### config.mk
export PLATFORM = sky130hd
export DESIGN_NAME = or_ret_exec
export DESIGN_NICKNAME = d
export VERILOG_FILES = /design/src/logic/or_ret_pkg.sv /design/src/logic/or_unit.sv /design/src/logic/or_ret_exec.sv
export SDC_FILE = /design/constraint.sdc
export NUM_CORES = 1
export LEC_CHECK = 0
export ABC_AREA = 1
export CORE_MARGIN = 2
export CORE_UTILIZATION = 59
export DETAILED_ROUTE_END_ITERATION = 8
export DONT_BUFFER_PORTS = 1
export PLACE_DENSITY = 0.84
export SYNTH_ARGS = -nofsm -noshare
export SYNTH_HDL_FRONTEND = slang
export SYNTH_SLANG_ARGS = --single-unit
export TNS_END_PERCENT = 30
### constraint.sdc
create_clock -name clk_i -period 2.9 [get_ports clk_i]
set_input_delay 0.58 -clock clk_i [delete_from_list [all_inputs] [get_ports clk_i]]
set_output_delay 0.58 -clock clk_i [all_outputs]
set_load 0.05 [all_outputs]
### src/logic/or_ret_pkg.sv
// Shared widths, reset values and operation codes of the OR and return executor.
// Assumes a decoder on the same clock presents one operation at a time.
package or_ret_pkg;

  // ==========================================================================
  // Widths
  localparam int unsigned DATA_W = 8;   // Accumulator and data memory byte
  localparam int unsigned ADDR_W = 9;   // Data memory address
  localparam int unsigned PC_W   = 13;  // Program counter

  // ==========================================================================
  // Values after reset
  localparam logic [DATA_W-1:0] ACCUMULATOR_RST             = 8'h00;
  localparam logic              ZERO_FLAG_RST               = 1'b0;
  localparam logic              MASTER_INTERRUPT_ENABLE_RST = 1'b0;
  localparam logic [PC_W-1:0]   PC_RST                      = 13'h0000;
  localparam logic [ADDR_W-1:0] ADDR_RST                    = 9'h000;

  // ==========================================================================
  // Operations handed over by the decoder
  typedef enum logic [2:0] {
    OP_NONE,
    OP_OR_MEM,
    OP_OR_IMM,
    OR_INTO_MEMORY_OP,
    OP_RETURN,
    OP_RETURN_IMM,
    RETURN_FROM_INTERRUPT_OP
  } op_e;

endpackage : or_ret_pkg

### src/logic/or_unit.sv
// Bitwise OR of two bytes with zero detection.
// Assumes both operands are stable in the cycle in which the result is used.
`timescale 1ns/10ps
module or_unit
  import or_ret_pkg::*;
(
  // Operands
  input  wire logic [or_ret_pkg::DATA_W-1:0] a_i,
  input  wire logic [or_ret_pkg::DATA_W-1:0] b_i,
  // Result
  output logic      [or_ret_pkg::DATA_W-1:0] result_o,
  output logic                               zero_o
);

  // ==========================================================================
  // Combine and test
  always_comb
  begin
    result_o = a_i | b_i;
    zero_o   = (result_o == '0);
  end

endmodule : or_unit

### src/logic/or_ret_exec.sv
// Executor for the OR group and the three returns of a small 8-bit core.
// Assumes a same-clock decoder, a data memory answering one cycle after a read,
// a return stack whose top entry is readable while it is popped, and a fetch
// unit that lets an interrupt take precedence over a program counter load.
`timescale 1ns/10ps

// Summary of operation
// - OR memory into accumulator, zero only
// - OR immediate into accumulator, zero only
// - OR result to memory, accumulator kept
// - Return pops program counter, flags kept
// - Return pops counter, loads immediate into accumulator
// - Interrupt return pops counter, sets enable
// - Enabled pending interrupt served before main program
module or_ret_exec
  import or_ret_pkg::*;
(
  // Clock and reset
  input  wire logic                          clk_i,
  input  wire logic                          nrst_i,
  // Operation from the decoder
  input  wire logic                          op_valid_i,
  input  wire or_ret_pkg::op_e               op_i,
  input  wire logic [or_ret_pkg::DATA_W-1:0] imm_i,
  input  wire logic [or_ret_pkg::ADDR_W-1:0] mem_addr_i,
  output logic                               op_ready_o,
  output logic                               op_done_o,
  // Data memory
  output logic                               mem_rd_o,
  output logic                               mem_wr_o,
  output logic      [or_ret_pkg::ADDR_W-1:0] mem_addr_o,
  output logic      [or_ret_pkg::DATA_W-1:0] mem_wdata_o,
  input  wire logic [or_ret_pkg::DATA_W-1:0] mem_rdata_i,
  // Return stack
  output logic                               stack_pop_o,
  input  wire logic [or_ret_pkg::PC_W-1:0]   stack_top_i,
  // Program counter load
  output logic                               pc_load_o,
  output logic      [or_ret_pkg::PC_W-1:0]   pc_o,
  // Interrupt hand-off
  input  wire logic                          irq_pending_i,
  output logic                               irq_take_o,
  // Core state
  output logic      [or_ret_pkg::DATA_W-1:0] accumulator_o,
  output logic                               zero_flag_o,
  output logic                               master_interrupt_enable_o
);

  import or_ret_pkg::*;

  // ==========================================================================
  // Sequencer states
  typedef enum logic [2:0] {
    ST_IDLE,
    ST_READ,
    ST_EXEC,
    ST_WRITE,
    ST_IRQ
  } state_e;

  state_e              state_q;
  state_e              state_d;
  op_e                 op_q;
  op_e                 op_d;
  logic [DATA_W-1:0]   accumulator_q;
  logic [DATA_W-1:0]   accumulator_d;
  logic                zero_q;
  logic                zero_d;
  logic                master_interrupt_enable_q;
  logic                master_interrupt_enable_d;
  logic [ADDR_W-1:0]   addr_q;
  logic [ADDR_W-1:0]   addr_d;
  logic [DATA_W-1:0]   result_q;
  logic [DATA_W-1:0]   result_d;
  logic [PC_W-1:0]     pc_q;
  logic [PC_W-1:0]     pc_d;
  logic                pc_load_q;
  logic                pc_load_d;
  logic                done_q;
  logic                done_d;

  // ==========================================================================
  // OR datapath
  logic [DATA_W-1:0]   or_operand;
  logic [DATA_W-1:0]   or_result;
  logic                or_zero;
  logic                irq_ready;

  // Second operand is the immediate while idle, the memory byte otherwise
  always_comb
  begin
    or_operand = (state_q == ST_IDLE) ? imm_i : mem_rdata_i;
  end

  or_unit u_or_unit (
    .a_i      (accumulator_q),
    .b_i      (or_operand),
    .result_o (or_result),
    .zero_o   (or_zero)
  );

  // ==========================================================================
  // Handshake outputs
  always_comb
  begin
    irq_ready   = master_interrupt_enable_q & irq_pending_i;
    op_ready_o  = (state_q == ST_IDLE) & ~irq_ready;
    mem_rd_o    = (state_q == ST_READ);
    mem_wr_o    = (state_q == ST_WRITE);
    irq_take_o  = (state_q == ST_IRQ);
    stack_pop_o = op_ready_o & op_valid_i &
                  ((op_i == OP_RETURN) | (op_i == OP_RETURN_IMM) | (op_i == RETURN_FROM_INTERRUPT_OP));
  end

  // ==========================================================================
  // Next-state logic
  always_comb
  begin
    state_d                   = state_q;
    op_d                      = op_q;
    accumulator_d             = accumulator_q;
    zero_d                    = zero_q;
    master_interrupt_enable_d = master_interrupt_enable_q;
    addr_d                    = addr_q;
    result_d                  = result_q;
    pc_d                      = pc_q;
    pc_load_d                 = 1'b0;
    done_d                    = 1'b0;

    unique case (state_q)
      ST_IDLE:
      begin
        if (irq_ready)
        begin
          // Enabled pending interrupt goes ahead of any new operation
          state_d = ST_IRQ;
        end
        else if (op_valid_i)
        begin
          op_d   = op_i;
          addr_d = mem_addr_i;
          unique case (op_i)
            OP_OR_MEM,
            OR_INTO_MEMORY_OP:
            begin
              // Fetch the memory operand first
              state_d = ST_READ;
            end
            OP_OR_IMM:
            begin
              accumulator_d = or_result;
              zero_d        = or_zero;
              done_d        = 1'b1;
            end
            OP_RETURN:
            begin
              pc_d      = stack_top_i;
              pc_load_d = 1'b1;
              done_d    = 1'b1;
            end
            OP_RETURN_IMM:
            begin
              pc_d          = stack_top_i;
              pc_load_d     = 1'b1;
              accumulator_d = imm_i;
              done_d        = 1'b1;
            end
            RETURN_FROM_INTERRUPT_OP:
            begin
              pc_d                      = stack_top_i;
              pc_load_d                 = 1'b1;
              master_interrupt_enable_d = 1'b1;
              done_d                    = 1'b1;
              if (irq_pending_i)
              begin
                // Vector out before the restored address is executed
                state_d = ST_IRQ;
              end
            end
            OP_NONE:
            begin
              done_d = 1'b1;
            end
            default:
            begin
              // Unused code acts as no operation
              done_d = 1'b1;
            end
          endcase
        end
      end

      ST_READ:
      begin
        // Memory answers in the next cycle
        state_d = ST_EXEC;
      end

      ST_EXEC:
      begin
        zero_d = or_zero;
        if (op_q == OR_INTO_MEMORY_OP)
        begin
          result_d = or_result;
          state_d  = ST_WRITE;
        end
        else
        begin
          accumulator_d = or_result;
          done_d        = 1'b1;
          state_d       = ST_IDLE;
        end
      end

      ST_WRITE:
      begin
        // Byte goes back to the same address, accumulator untouched
        done_d  = 1'b1;
        state_d = ST_IDLE;
      end

      ST_IRQ:
      begin
        // Taking the interrupt masks further ones
        master_interrupt_enable_d = 1'b0;
        state_d                   = ST_IDLE;
      end

      default:
      begin
        state_d = ST_IDLE;
      end
    endcase
  end

  // ==========================================================================
  // State registers
  always_ff @(posedge clk_i)
  begin
    if (!nrst_i)
    begin
      state_q                   <= ST_IDLE;
      op_q                      <= OP_NONE;
      accumulator_q             <= ACCUMULATOR_RST;
      zero_q                    <= ZERO_FLAG_RST;
      master_interrupt_enable_q <= MASTER_INTERRUPT_ENABLE_RST;
      addr_q                    <= ADDR_RST;
      result_q                  <= ACCUMULATOR_RST;
      pc_q                      <= PC_RST;
      pc_load_q                 <= 1'b0;
      done_q                    <= 1'b0;
    end
    else
    begin
      state_q                   <= state_d;
      op_q                      <= op_d;
      accumulator_q             <= accumulator_d;
      zero_q                    <= zero_d;
      master_interrupt_enable_q <= master_interrupt_enable_d;
      addr_q                    <= addr_d;
      result_q                  <= result_d;
      pc_q                      <= pc_d;
      pc_load_q                 <= pc_load_d;
      done_q                    <= done_d;
    end
  end

  // ==========================================================================
  // Registered outputs
  always_comb
  begin
    op_done_o                 = done_q;
    mem_addr_o                = addr_q;
    mem_wdata_o               = result_q;
    pc_load_o                 = pc_load_q;
    pc_o                      = pc_q;
    accumulator_o             = accumulator_q;
    zero_flag_o               = zero_q;
    master_interrupt_enable_o = master_interrupt_enable_q;
  end

endmodule : or_ret_exec

# Word level (Yosys, flattened, before mapping)
# Cells that the tools add are included.
[word_totals]
out_inout_bits = 47
elab_cells = 81
regBits = 48
in_bits = 45
[op_classes]
bitwise_logic = 11
n_eq_ne = 20
n_mux = 26
n_reduce_logical = 14
[op_table]
columns = ["operator", "n"]
rows = [
  ["two-way mux 8 bit", 4],
  ["one-hot mux 8 bit (2 select lines)", 2],
  ["== test 3 x 2 -> 1 bit (second input constant)", 5],
  ["== test 3 bit (second input constant)", 4],
  ["AND reduction 4 bit", 3],
  ["two-way mux 1 bit", 11],
  ["two-way mux 3 bit", 3],
  ["one-hot mux 3 bit (3 select lines)", 1],
  ["logical NOT 8 bit", 1],
  ["OR 8 bit", 1],
  ["== test 3 x 1 -> 1 bit (second input constant)", 2],
  ["!= test 2 bit (second input constant)", 3],
  ["one-hot mux 3 bit (2 select lines)", 1],
  ["AND reduction 3 bit", 2],
  ["AND reduction 5 bit", 1],
  ["bitwise AND 1 bit", 4],
  ["!= test 2 x 1 -> 1 bit (second input constant)", 2],
  ["!= test 4 x 2 -> 1 bit (second input constant)", 1],
  ["!= test 4 bit (second input constant)", 1],
  ["NOT 1 bit", 4],
  ["one-hot mux 1 bit (2 select lines)", 2],
  ["nonzero test 2 bit", 2],
  ["OR reduction 4 bit", 1],
  ["logical NOT 3 bit", 1],
  ["other kinds (8)", 9],
]

# Logic depth before layout (Yosys ltp)
# Gate-level depths: netlist of the first run.
[depth]
depth_word = 8
depth_mapped = 10
ltp_nobuf = 9

# Cells and area by module
# A second synthesis of the first run with hierarchy kept.
[unflattened]
cells_unflattened = 335
area_unflattened_um2 = 2264.7
[by_module_without_submodules]
columns = ["module", "seq_area_each_um2", "cells_each", "area_per_inst_um2", "n_inst"]
rows = [
  ["or_ret_exec", 960.9, 304, 2138.3, 1],
  ["or_unit", 0.0, 31, 126.4, 1],
]

# Worst setup path after synthesis of the first run
# No wires, ideal clock.
[synth_timing]
path_type = "reg2out"
start = "register state_q[2]"
end = "output port irq_take_o"
path_stages_with_launch = 4
path_buffers = 1
arrival_time_ns = 1.675
t_required_ns = 2.320
path_slack_ns = 0.645
cell_sequence = "dfxtp_1 -> inv_1 -> buf_6 -> nor3_1"
[synth_between]
elab_chain_len = 1
[synth_lines]
columns = ["element", "line_no", "text"]
rows = [
  ["start, declared", "or_ret_exec.sv:61", "state_e state_q;"],
  ["start signal, assigned", "or_ret_exec.sv:255", "state_q <= state_d;"],
  ["== test 3 bit", "or_ret_exec.sv:110", "irq_take_o = (state_q == ST_IRQ);"],
  ["end, declared", "or_ret_exec.sv:42", "output logic irq_take_o,"],
]
# No other way between the ends.

# Final worst setup path of the first run
[layout_timing]
start = "register state_q[2]"
end = "output port stack_pop_o"
[layout_between]
elab_chain_len = 4
[layout_lines]
columns = ["element", "line_no", "text"]
rows = [
  ["logical NOT 3 bit", "or_ret_exec.sv:107", "op_ready_o = (state_q == ST_IDLE) & ~irq_ready;"],
  ["bitwise AND 1 bit", "or_ret_exec.sv:107", ""],
  ["bitwise AND 1 bit (2 in a row)", "or_ret_exec.sv:111", "stack_pop_o = op_ready_o & op_valid_i &"],
  ["end, declared", "or_ret_exec.sv:35", "output logic stack_pop_o,"],
]
# No other way between the ends.

==> results of run 1 <==
cell type report:
cell class | instances | area, um2 | area share
sequential | 48 | 960.9 | 0.4127
clock buffer | 6 | 72.57 | 0.03117
timing repair buffer | 3 | 22.52 | 0.009672
inverter | 26 | 103.9 | 0.04460
clock inverter | 2 | 35.03 | 0.01505
multi-input combinational | 219 | 1074 | 0.4610
tap | 48 | 60.06 | 0.02579
synthesized netlist by cell type (2+ instances only):
cell	count	area share
dfxtp_1	48	0.43
nor2_4	3	0.015
a21oi_1	23	0.052
buf_6	4	0.020
buf_4	2	0.0068
inv_1	23	0.039
a211oi_1	2	0.0068
nand2_2	2	0.0057
nand2_1	43	0.073
nor2_1	74	0.13
o21ai_0	41	0.093
buf_2	2	0.0045
a21boi_0	4	0.014
clkbuf_1	3	0.0051
nand3_1	12	0.027
nand2_4	3	0.015
nor2_8	2	0.018
nor3_1	4	0.0090
registers in the layout, summed over array words and instances, names as in the netlist:
| name | cells |
|---|---|
| accumulator_o | 8 |
| op_done_o | 1 |
| state_q | 3 |
| op_q | 3 |
| pc_load_o | 1 |
| pc_o | 13 |
| mem_addr_o | 9 |
| mem_wdata_o | 8 |
| master_interrupt_enable_o | 1 |
| zero_flag_o | 1 |
per-layer routing:
metal / GRT usage / vias up / routed length, um / share of wire
li1: - / 977 / - / -
met5: 0 / - / 0 / 0
met2: 0.4107 / 85 / 2283 / 0.47
met4: 0.1172 / 0 / 133 / 0.027
met1: 0.2752 / 867 / 1899 / 0.39
met3: 0.1062 / 10 / 567 / 0.12
cell families (layout without fill, tap and decap cells):
family | Yosys count | count (layout) | synth area share
buf+inv | 38 | 37 | 0.08535
compound gates | 72 | 72 | 0.1724
simple gates | 147 | 147 | 0.3081
flops | 48 | 48 | 0.4341
final timing paths:
path	cells after the start	from	slack, ps	to
hold reg to reg	2	op_q[2]$_SDFFE_PN0P_	480	op_q[2]$_SDFFE_PN0P_
hold / removal	2	nrst_i	410	accumulator_o[3]$_SDFFE_PN0P_
setup reg to reg	9	state_q[2]$_SDFFE_PN0P_	960	pc_o[1]$_SDFFE_PN0P_
setup / recovery	7	state_q[2]$_SDFFE_PN0P_	330	stack_pop_o
stage by stage:
stage	cells	total power, mW	util
after floorplan	305	1.167	-
after global placement	344	1.193	0.6112
after CTS	352	1.667	0.6408
after detailed placement	344	1.200	0.6112
final	352	1.652	0.6408
after global routing	352	1.745	0.6408
power groups by stage:
| stage | sequential, mW | clock, mW | combinational, mW |
|---|---|---|---|
| floorplan | 0.918 | 0 | 0.249 |
| global placement | 0.925 | 0 | 0.268 |
| detailed placement | 0.926 | 0 | 0.274 |
| CTS | 0.911 | 0.481 | 0.275 |
| global route | 0.917 | 0.513 | 0.315 |
| finish | 0.911 | 0.467 | 0.275 |
==> impl_metrics.env, run 1 <==
export IMPL_p_comb_frac=0.166
export IMPL_htree_levels=2
export IMPL_drt_wirelength_per_cell_um=13.87
export IMPL_cp_max_fo=16
export IMPL_pre_cts_slack_ps=652.6
export IMPL_cp_required_ps=2320
export IMPL_max_cap_viol_count=0
export IMPL_netlist_area_um2=2213
export IMPL_wirelength_mm=4.883
export IMPL_tns_ps=0
export IMPL_switchingPower_uw=597.7
export IMPL_min_path_type="input pin to flop"
export IMPL_grt_pass1_wl_mm=8.204
export IMPL_port_buffers=0
export IMPL_slew_violations=0
export IMPL_mostFrequentLayoutCell="nor2_1"
export IMPL_drive_above_1_share=0.08882
export IMPL_netlist_instances=305
export IMPL_sequentialPowerShare=0.551
export IMPL_power_frac_clock=0.283
export IMPL_yosysSeqAreaShare=0.4341
export IMPL_finalNetCount=348
export IMPL_ys_dominant_reg_cell="dfxtp_1"
export IMPL_dieArea_um2=4258
export IMPL_status="complete, no violations"
export IMPL_crit_chain="inv_1, nand2_4, inv_6, nand2_4, nor2_8, nand2_4, clkinv_2"
export IMPL_cellLeakagePower_nw=1.044
export IMPL_first_pass_iters=4
export IMPL_startpoint_type="flop"
export IMPL_coreArea_um2=3633
export IMPL_timing_fmax_mhz=389.6
export IMPL_crit_type="flop to output port"
export IMPL_period_share=0.8850
export IMPL_clock_sinks=48
export IMPL_cts_tree="done"
export IMPL_initial_core_util=0.6092
export IMPL_dieWidth_um=65.25
export IMPL_dpl_hpwl_mm=3.557
export IMPL_n_fill_cell=328
export IMPL_finalHoldViolCount=0
export IMPL_rsz0062_at_grt="no"
export IMPL_cts_resized_gates=0
export IMPL_finalSetupViolations=0
export IMPL_ir_drop_v=0.0004898
export IMPL_grt_use_total=0.2486
export IMPL_area_delta_synth_final_pct=5.201
export IMPL_p_per_area_nw_per_um2=709.6
export IMPL_drc=0
export IMPL_core_rowCount=22
export IMPL_synth_cell_type_count=28
export IMPL_synth_edf_count=0
export IMPL_drt_iter0_drc=204
export IMPL_cpMaxStageDelayCell="dfxtp_1"
export IMPL_routabilityCongestion=0.8668
export IMPL_cpPeakStageDelay_ps=350
export IMPL_arrival_ps=1990
export IMPL_postLayoutCellArea_um2=2328
export IMPL_synthArstFlopShare=0
export IMPL_clk_pin_slew_ps=80
export IMPL_synth_area_per_cell_um2=7.257
export IMPL_ctsRootBufferMaster="clkbuf_8"
export IMPL_grt_max_degree=42
export IMPL_place_area_um2=2221
export IMPL_num_io_pins=92
export IMPL_vias=1939
export IMPL_crit_top_cell="nand2_4"
export IMPL_relSlewSlack=0.3998
export IMPL_grt_ovfl_total=0
export IMPL_grt_pass1_vias=1924
export IMPL_post_cts_buffers=0
export IMPL_antenna_found_initial=0
export IMPL_fin_ws_ps=333.5
export IMPL_crit_family="buffers and inverters"
export IMPL_antenna_cells=0
export IMPL_worst_hold_slack_ps=405.8
export IMPL_period_needed_ps=2567
export IMPL_cts_hold_buf=0
export IMPL_insertion_delay_ps=300
export IMPL_ys_warn_count=0
export IMPL_fin_skew_ps=5.469
export IMPL_fp_dieH_um=65.25
export IMPL_drtAntennaViolNets=0
export IMPL_clock_path_buffers=2
export IMPL_cts_buffers_inserted=5
export IMPL_worst_pin_slew_ps=895.4
export IMPL_cp_num_buf_inv=3
export IMPL_via_per_inst=5.509
export IMPL_ys_ff_latch=48
export IMPL_syn_num_nets=350
export IMPL_cp_end_kind="output port"
export IMPL_swShare=0.3618
export IMPL_intPower_mw=1.055
export IMPL_mostFrequentLayoutCells="74 x nor2_1, 48 x dfxtp_1, 43 x nand2_1, 41 x o21ai_0"
No activity file was read; power rests on OpenSTA's default activity.
==> run 2: changes to the inputs <==
==> constraint.sdc (replaced) <==
create_clock -name clk_i -period 2.9 [get_ports clk_i]
set_input_delay 0.58 -clock clk_i [delete_from_list [all_inputs] [get_ports clk_i]]
set_output_delay 0.58 -clock clk_i [all_outputs]
set_load 0.005 [all_outputs]
==> run 2 against run 1 <==
Via count down 1.4%. Critical endpoint unchanged. Clock skew up 1.6 ps. Highest routed layer unchanged. Largest cell class unchanged. Fmax up 4.7%. Die area unchanged. Sequential power down 17%.
==> impl_metrics.env, run 2 (synthesis gave the netlist of run 1 again) <==
export IMPL_status="complete, no violations"
export IMPL_area_delta_synth_final_pct=3.053
export IMPL_via_per_inst=5.476
export IMPL_wirelength_mm=4.943
export IMPL_cpMaxStageDelayCell="dfxtp_1"
export IMPL_pre_cts_slack_ps=778.0
export IMPL_worst_pin_slew_ps=405.6
export IMPL_finalNetCount=345
export IMPL_rsz0062_at_grt="no"
export IMPL_antenna_found_initial=0
export IMPL_fin_cells=349
export IMPL_ctsRootBufferMaster="clkbuf_8"
export IMPL_cellLeakagePower_nw=1.015
export IMPL_finalHoldViolCount=0
export IMPL_drc=0
export IMPL_crit_type="flop to output port"
export IMPL_drive_above_1_share=0.07641
export IMPL_max_cap_viol_count=0
export IMPL_startpoint_type="flop"
export IMPL_vias=1911
export IMPL_post_cts_buffers=0
export IMPL_reg2reg_depth=9
export IMPL_relSlewSlack=0.7293
export IMPL_fin_ws_ps=448.6
export IMPL_drtAntennaViolNets=0
export IMPL_finalSetupViolations=0
export IMPL_r2r_end="pc_o[6]$_SDFFE_PN0P_"
export IMPL_min_path_type="input pin to flop"
export IMPL_period_needed_ps=2451
export IMPL_first_pass_iters=4
export IMPL_drt_iter0_drc=177
export IMPL_cp_end_kind="output port"
export IMPL_tns_ps=0
export IMPL_reg2reg_slack_ps=1090
export IMPL_worstSetupEndpoint="stack_pop_o"
export IMPL_drt_wirelength_per_cell_um=14.16
export IMPL_clk_pin_slew_ps=80
export IMPL_core_rowCount=22
export IMPL_cpPeakStageDelay_ps=350
export IMPL_fp_dieH_um=65.25
export IMPL_routabilityCongestion=0.8791
export IMPL_mostFrequentLayoutCell="nor2_1"
export IMPL_dieWidth_um=65.25
export IMPL_fin_skew_ps=7.061
export IMPL_cp_max_fo=16
export IMPL_ir_drop_v=0.0004031
export IMPL_path_depth=7
export IMPL_worst_hold_slack_ps=402.7
export IMPL_critical_path_startpoint="state_q[2]$_SDFFE_PN0P_"
export IMPL_antenna_cells=0
export IMPL_grt_pass1_wl_mm=8.024
export IMPL_cts_hold_buf=0
export IMPL_dpl_hpwl_mm=3.592
export IMPL_initial_core_util=0.6092
export IMPL_grt_pass1_vias=1814
export IMPL_cts_buffers_inserted=5
export IMPL_mostFrequentLayoutCells="74 x nor2_1, 48 x dfxtp_1, 43 x nand2_1, 41 x o21ai_0"
export IMPL_period_share=0.8453
export IMPL_crit_family="buffers and inverters"
export IMPL_htree_levels=2
export IMPL_rr_startpoint="state_q[2]$_SDFFE_PN0P_"
export IMPL_clock_path_buffers=2
export IMPL_place_area_um2=2188
export IMPL_grt_max_degree=42
export IMPL_clock_sinks=48
export IMPL_cp_required_ps=2320
export IMPL_grt_ovfl_total=0
export IMPL_dpl_cell_count=341
export IMPL_num_io_pins=92
export IMPL_largest_reg_flops=13
export IMPL_timing_fmax_mhz=407.9
export IMPL_insertion_delay_ps=300
export IMPL_arrival_ps=1870
export IMPL_port_buffers=0
export IMPL_postLayoutCellArea_um2=2281
export IMPL_cts_resized_gates=0
export IMPL_crit_top_cell="nand2_4"
export IMPL_cts_tree="done"
export IMPL_p_per_area_nw_per_um2=619.8
export IMPL_cp_num_buf_inv=3
export IMPL_slew_violations=0
export IMPL_finalPower_mw=1.414
export IMPL_dieArea_um2=4258
export IMPL_holdPathStages=2
export IMPL_coreArea_um2=3633
export IMPL_n_fill_cell=343
export IMPL_grt_use_total=0.2450
export IMPL_crit_chain="inv_1, nand2_4, inv_6, nand2_4, nor2_8, nand2_4, clkinv_2"
export IMPL_final_core_util=0.6278
[run 2: power breakdown]
part	total, mW	internal, mW	leakage, nW	switching [mW]
registers	0.755	0.713	0.393	0.0415
logic	0.253	0.0847	0.571	0.169
clock network	0.406	0.190	0.0510	0.215
[run 2: worst min path at each step]
stage	startpoint	end
2_1_floorplan	op_q[2]$_SDFFE_PN0P_	op_q[2]$_SDFFE_PN0P_
3_3_place_gp	op_q[2]$_SDFFE_PN0P_	op_q[2]$_SDFFE_PN0P_
3_5_place_dp	op_q[2]$_SDFFE_PN0P_	op_q[2]$_SDFFE_PN0P_
4_1_cts	nrst_i	accumulator_o[7]$_SDFFE_PN0P_
5_1_grt	nrst_i	accumulator_o[1]$_SDFFE_PN0P_
6_report	nrst_i	accumulator_o[1]$_SDFFE_PN0P_
[run 2: final cells by class]
cell class | instances | area [um2] | share of cell area
inverters | 26 | 103.9 | 0.04553
clock buffers | 6 | 82.58 | 0.03620
multi-input cells | 219 | 1064 | 0.4663
flip-flops and latches | 48 | 960.9 | 0.4213
well taps | 48 | 60.06 | 0.02633
clock inverters | 2 | 10.01 | 0.004388
[run 2: metal layers]
layer | wire length [um] | up-vias | global-route usage
li1 | - | 970 | -
met4 | 134 | 0 | 0.1146
met5 | 0 | - | 0
met3 | 543 | 12 | 0.1062
met2 | 2277 | 82 | 0.4018
met1 | 1987 | 847 | 0.2729
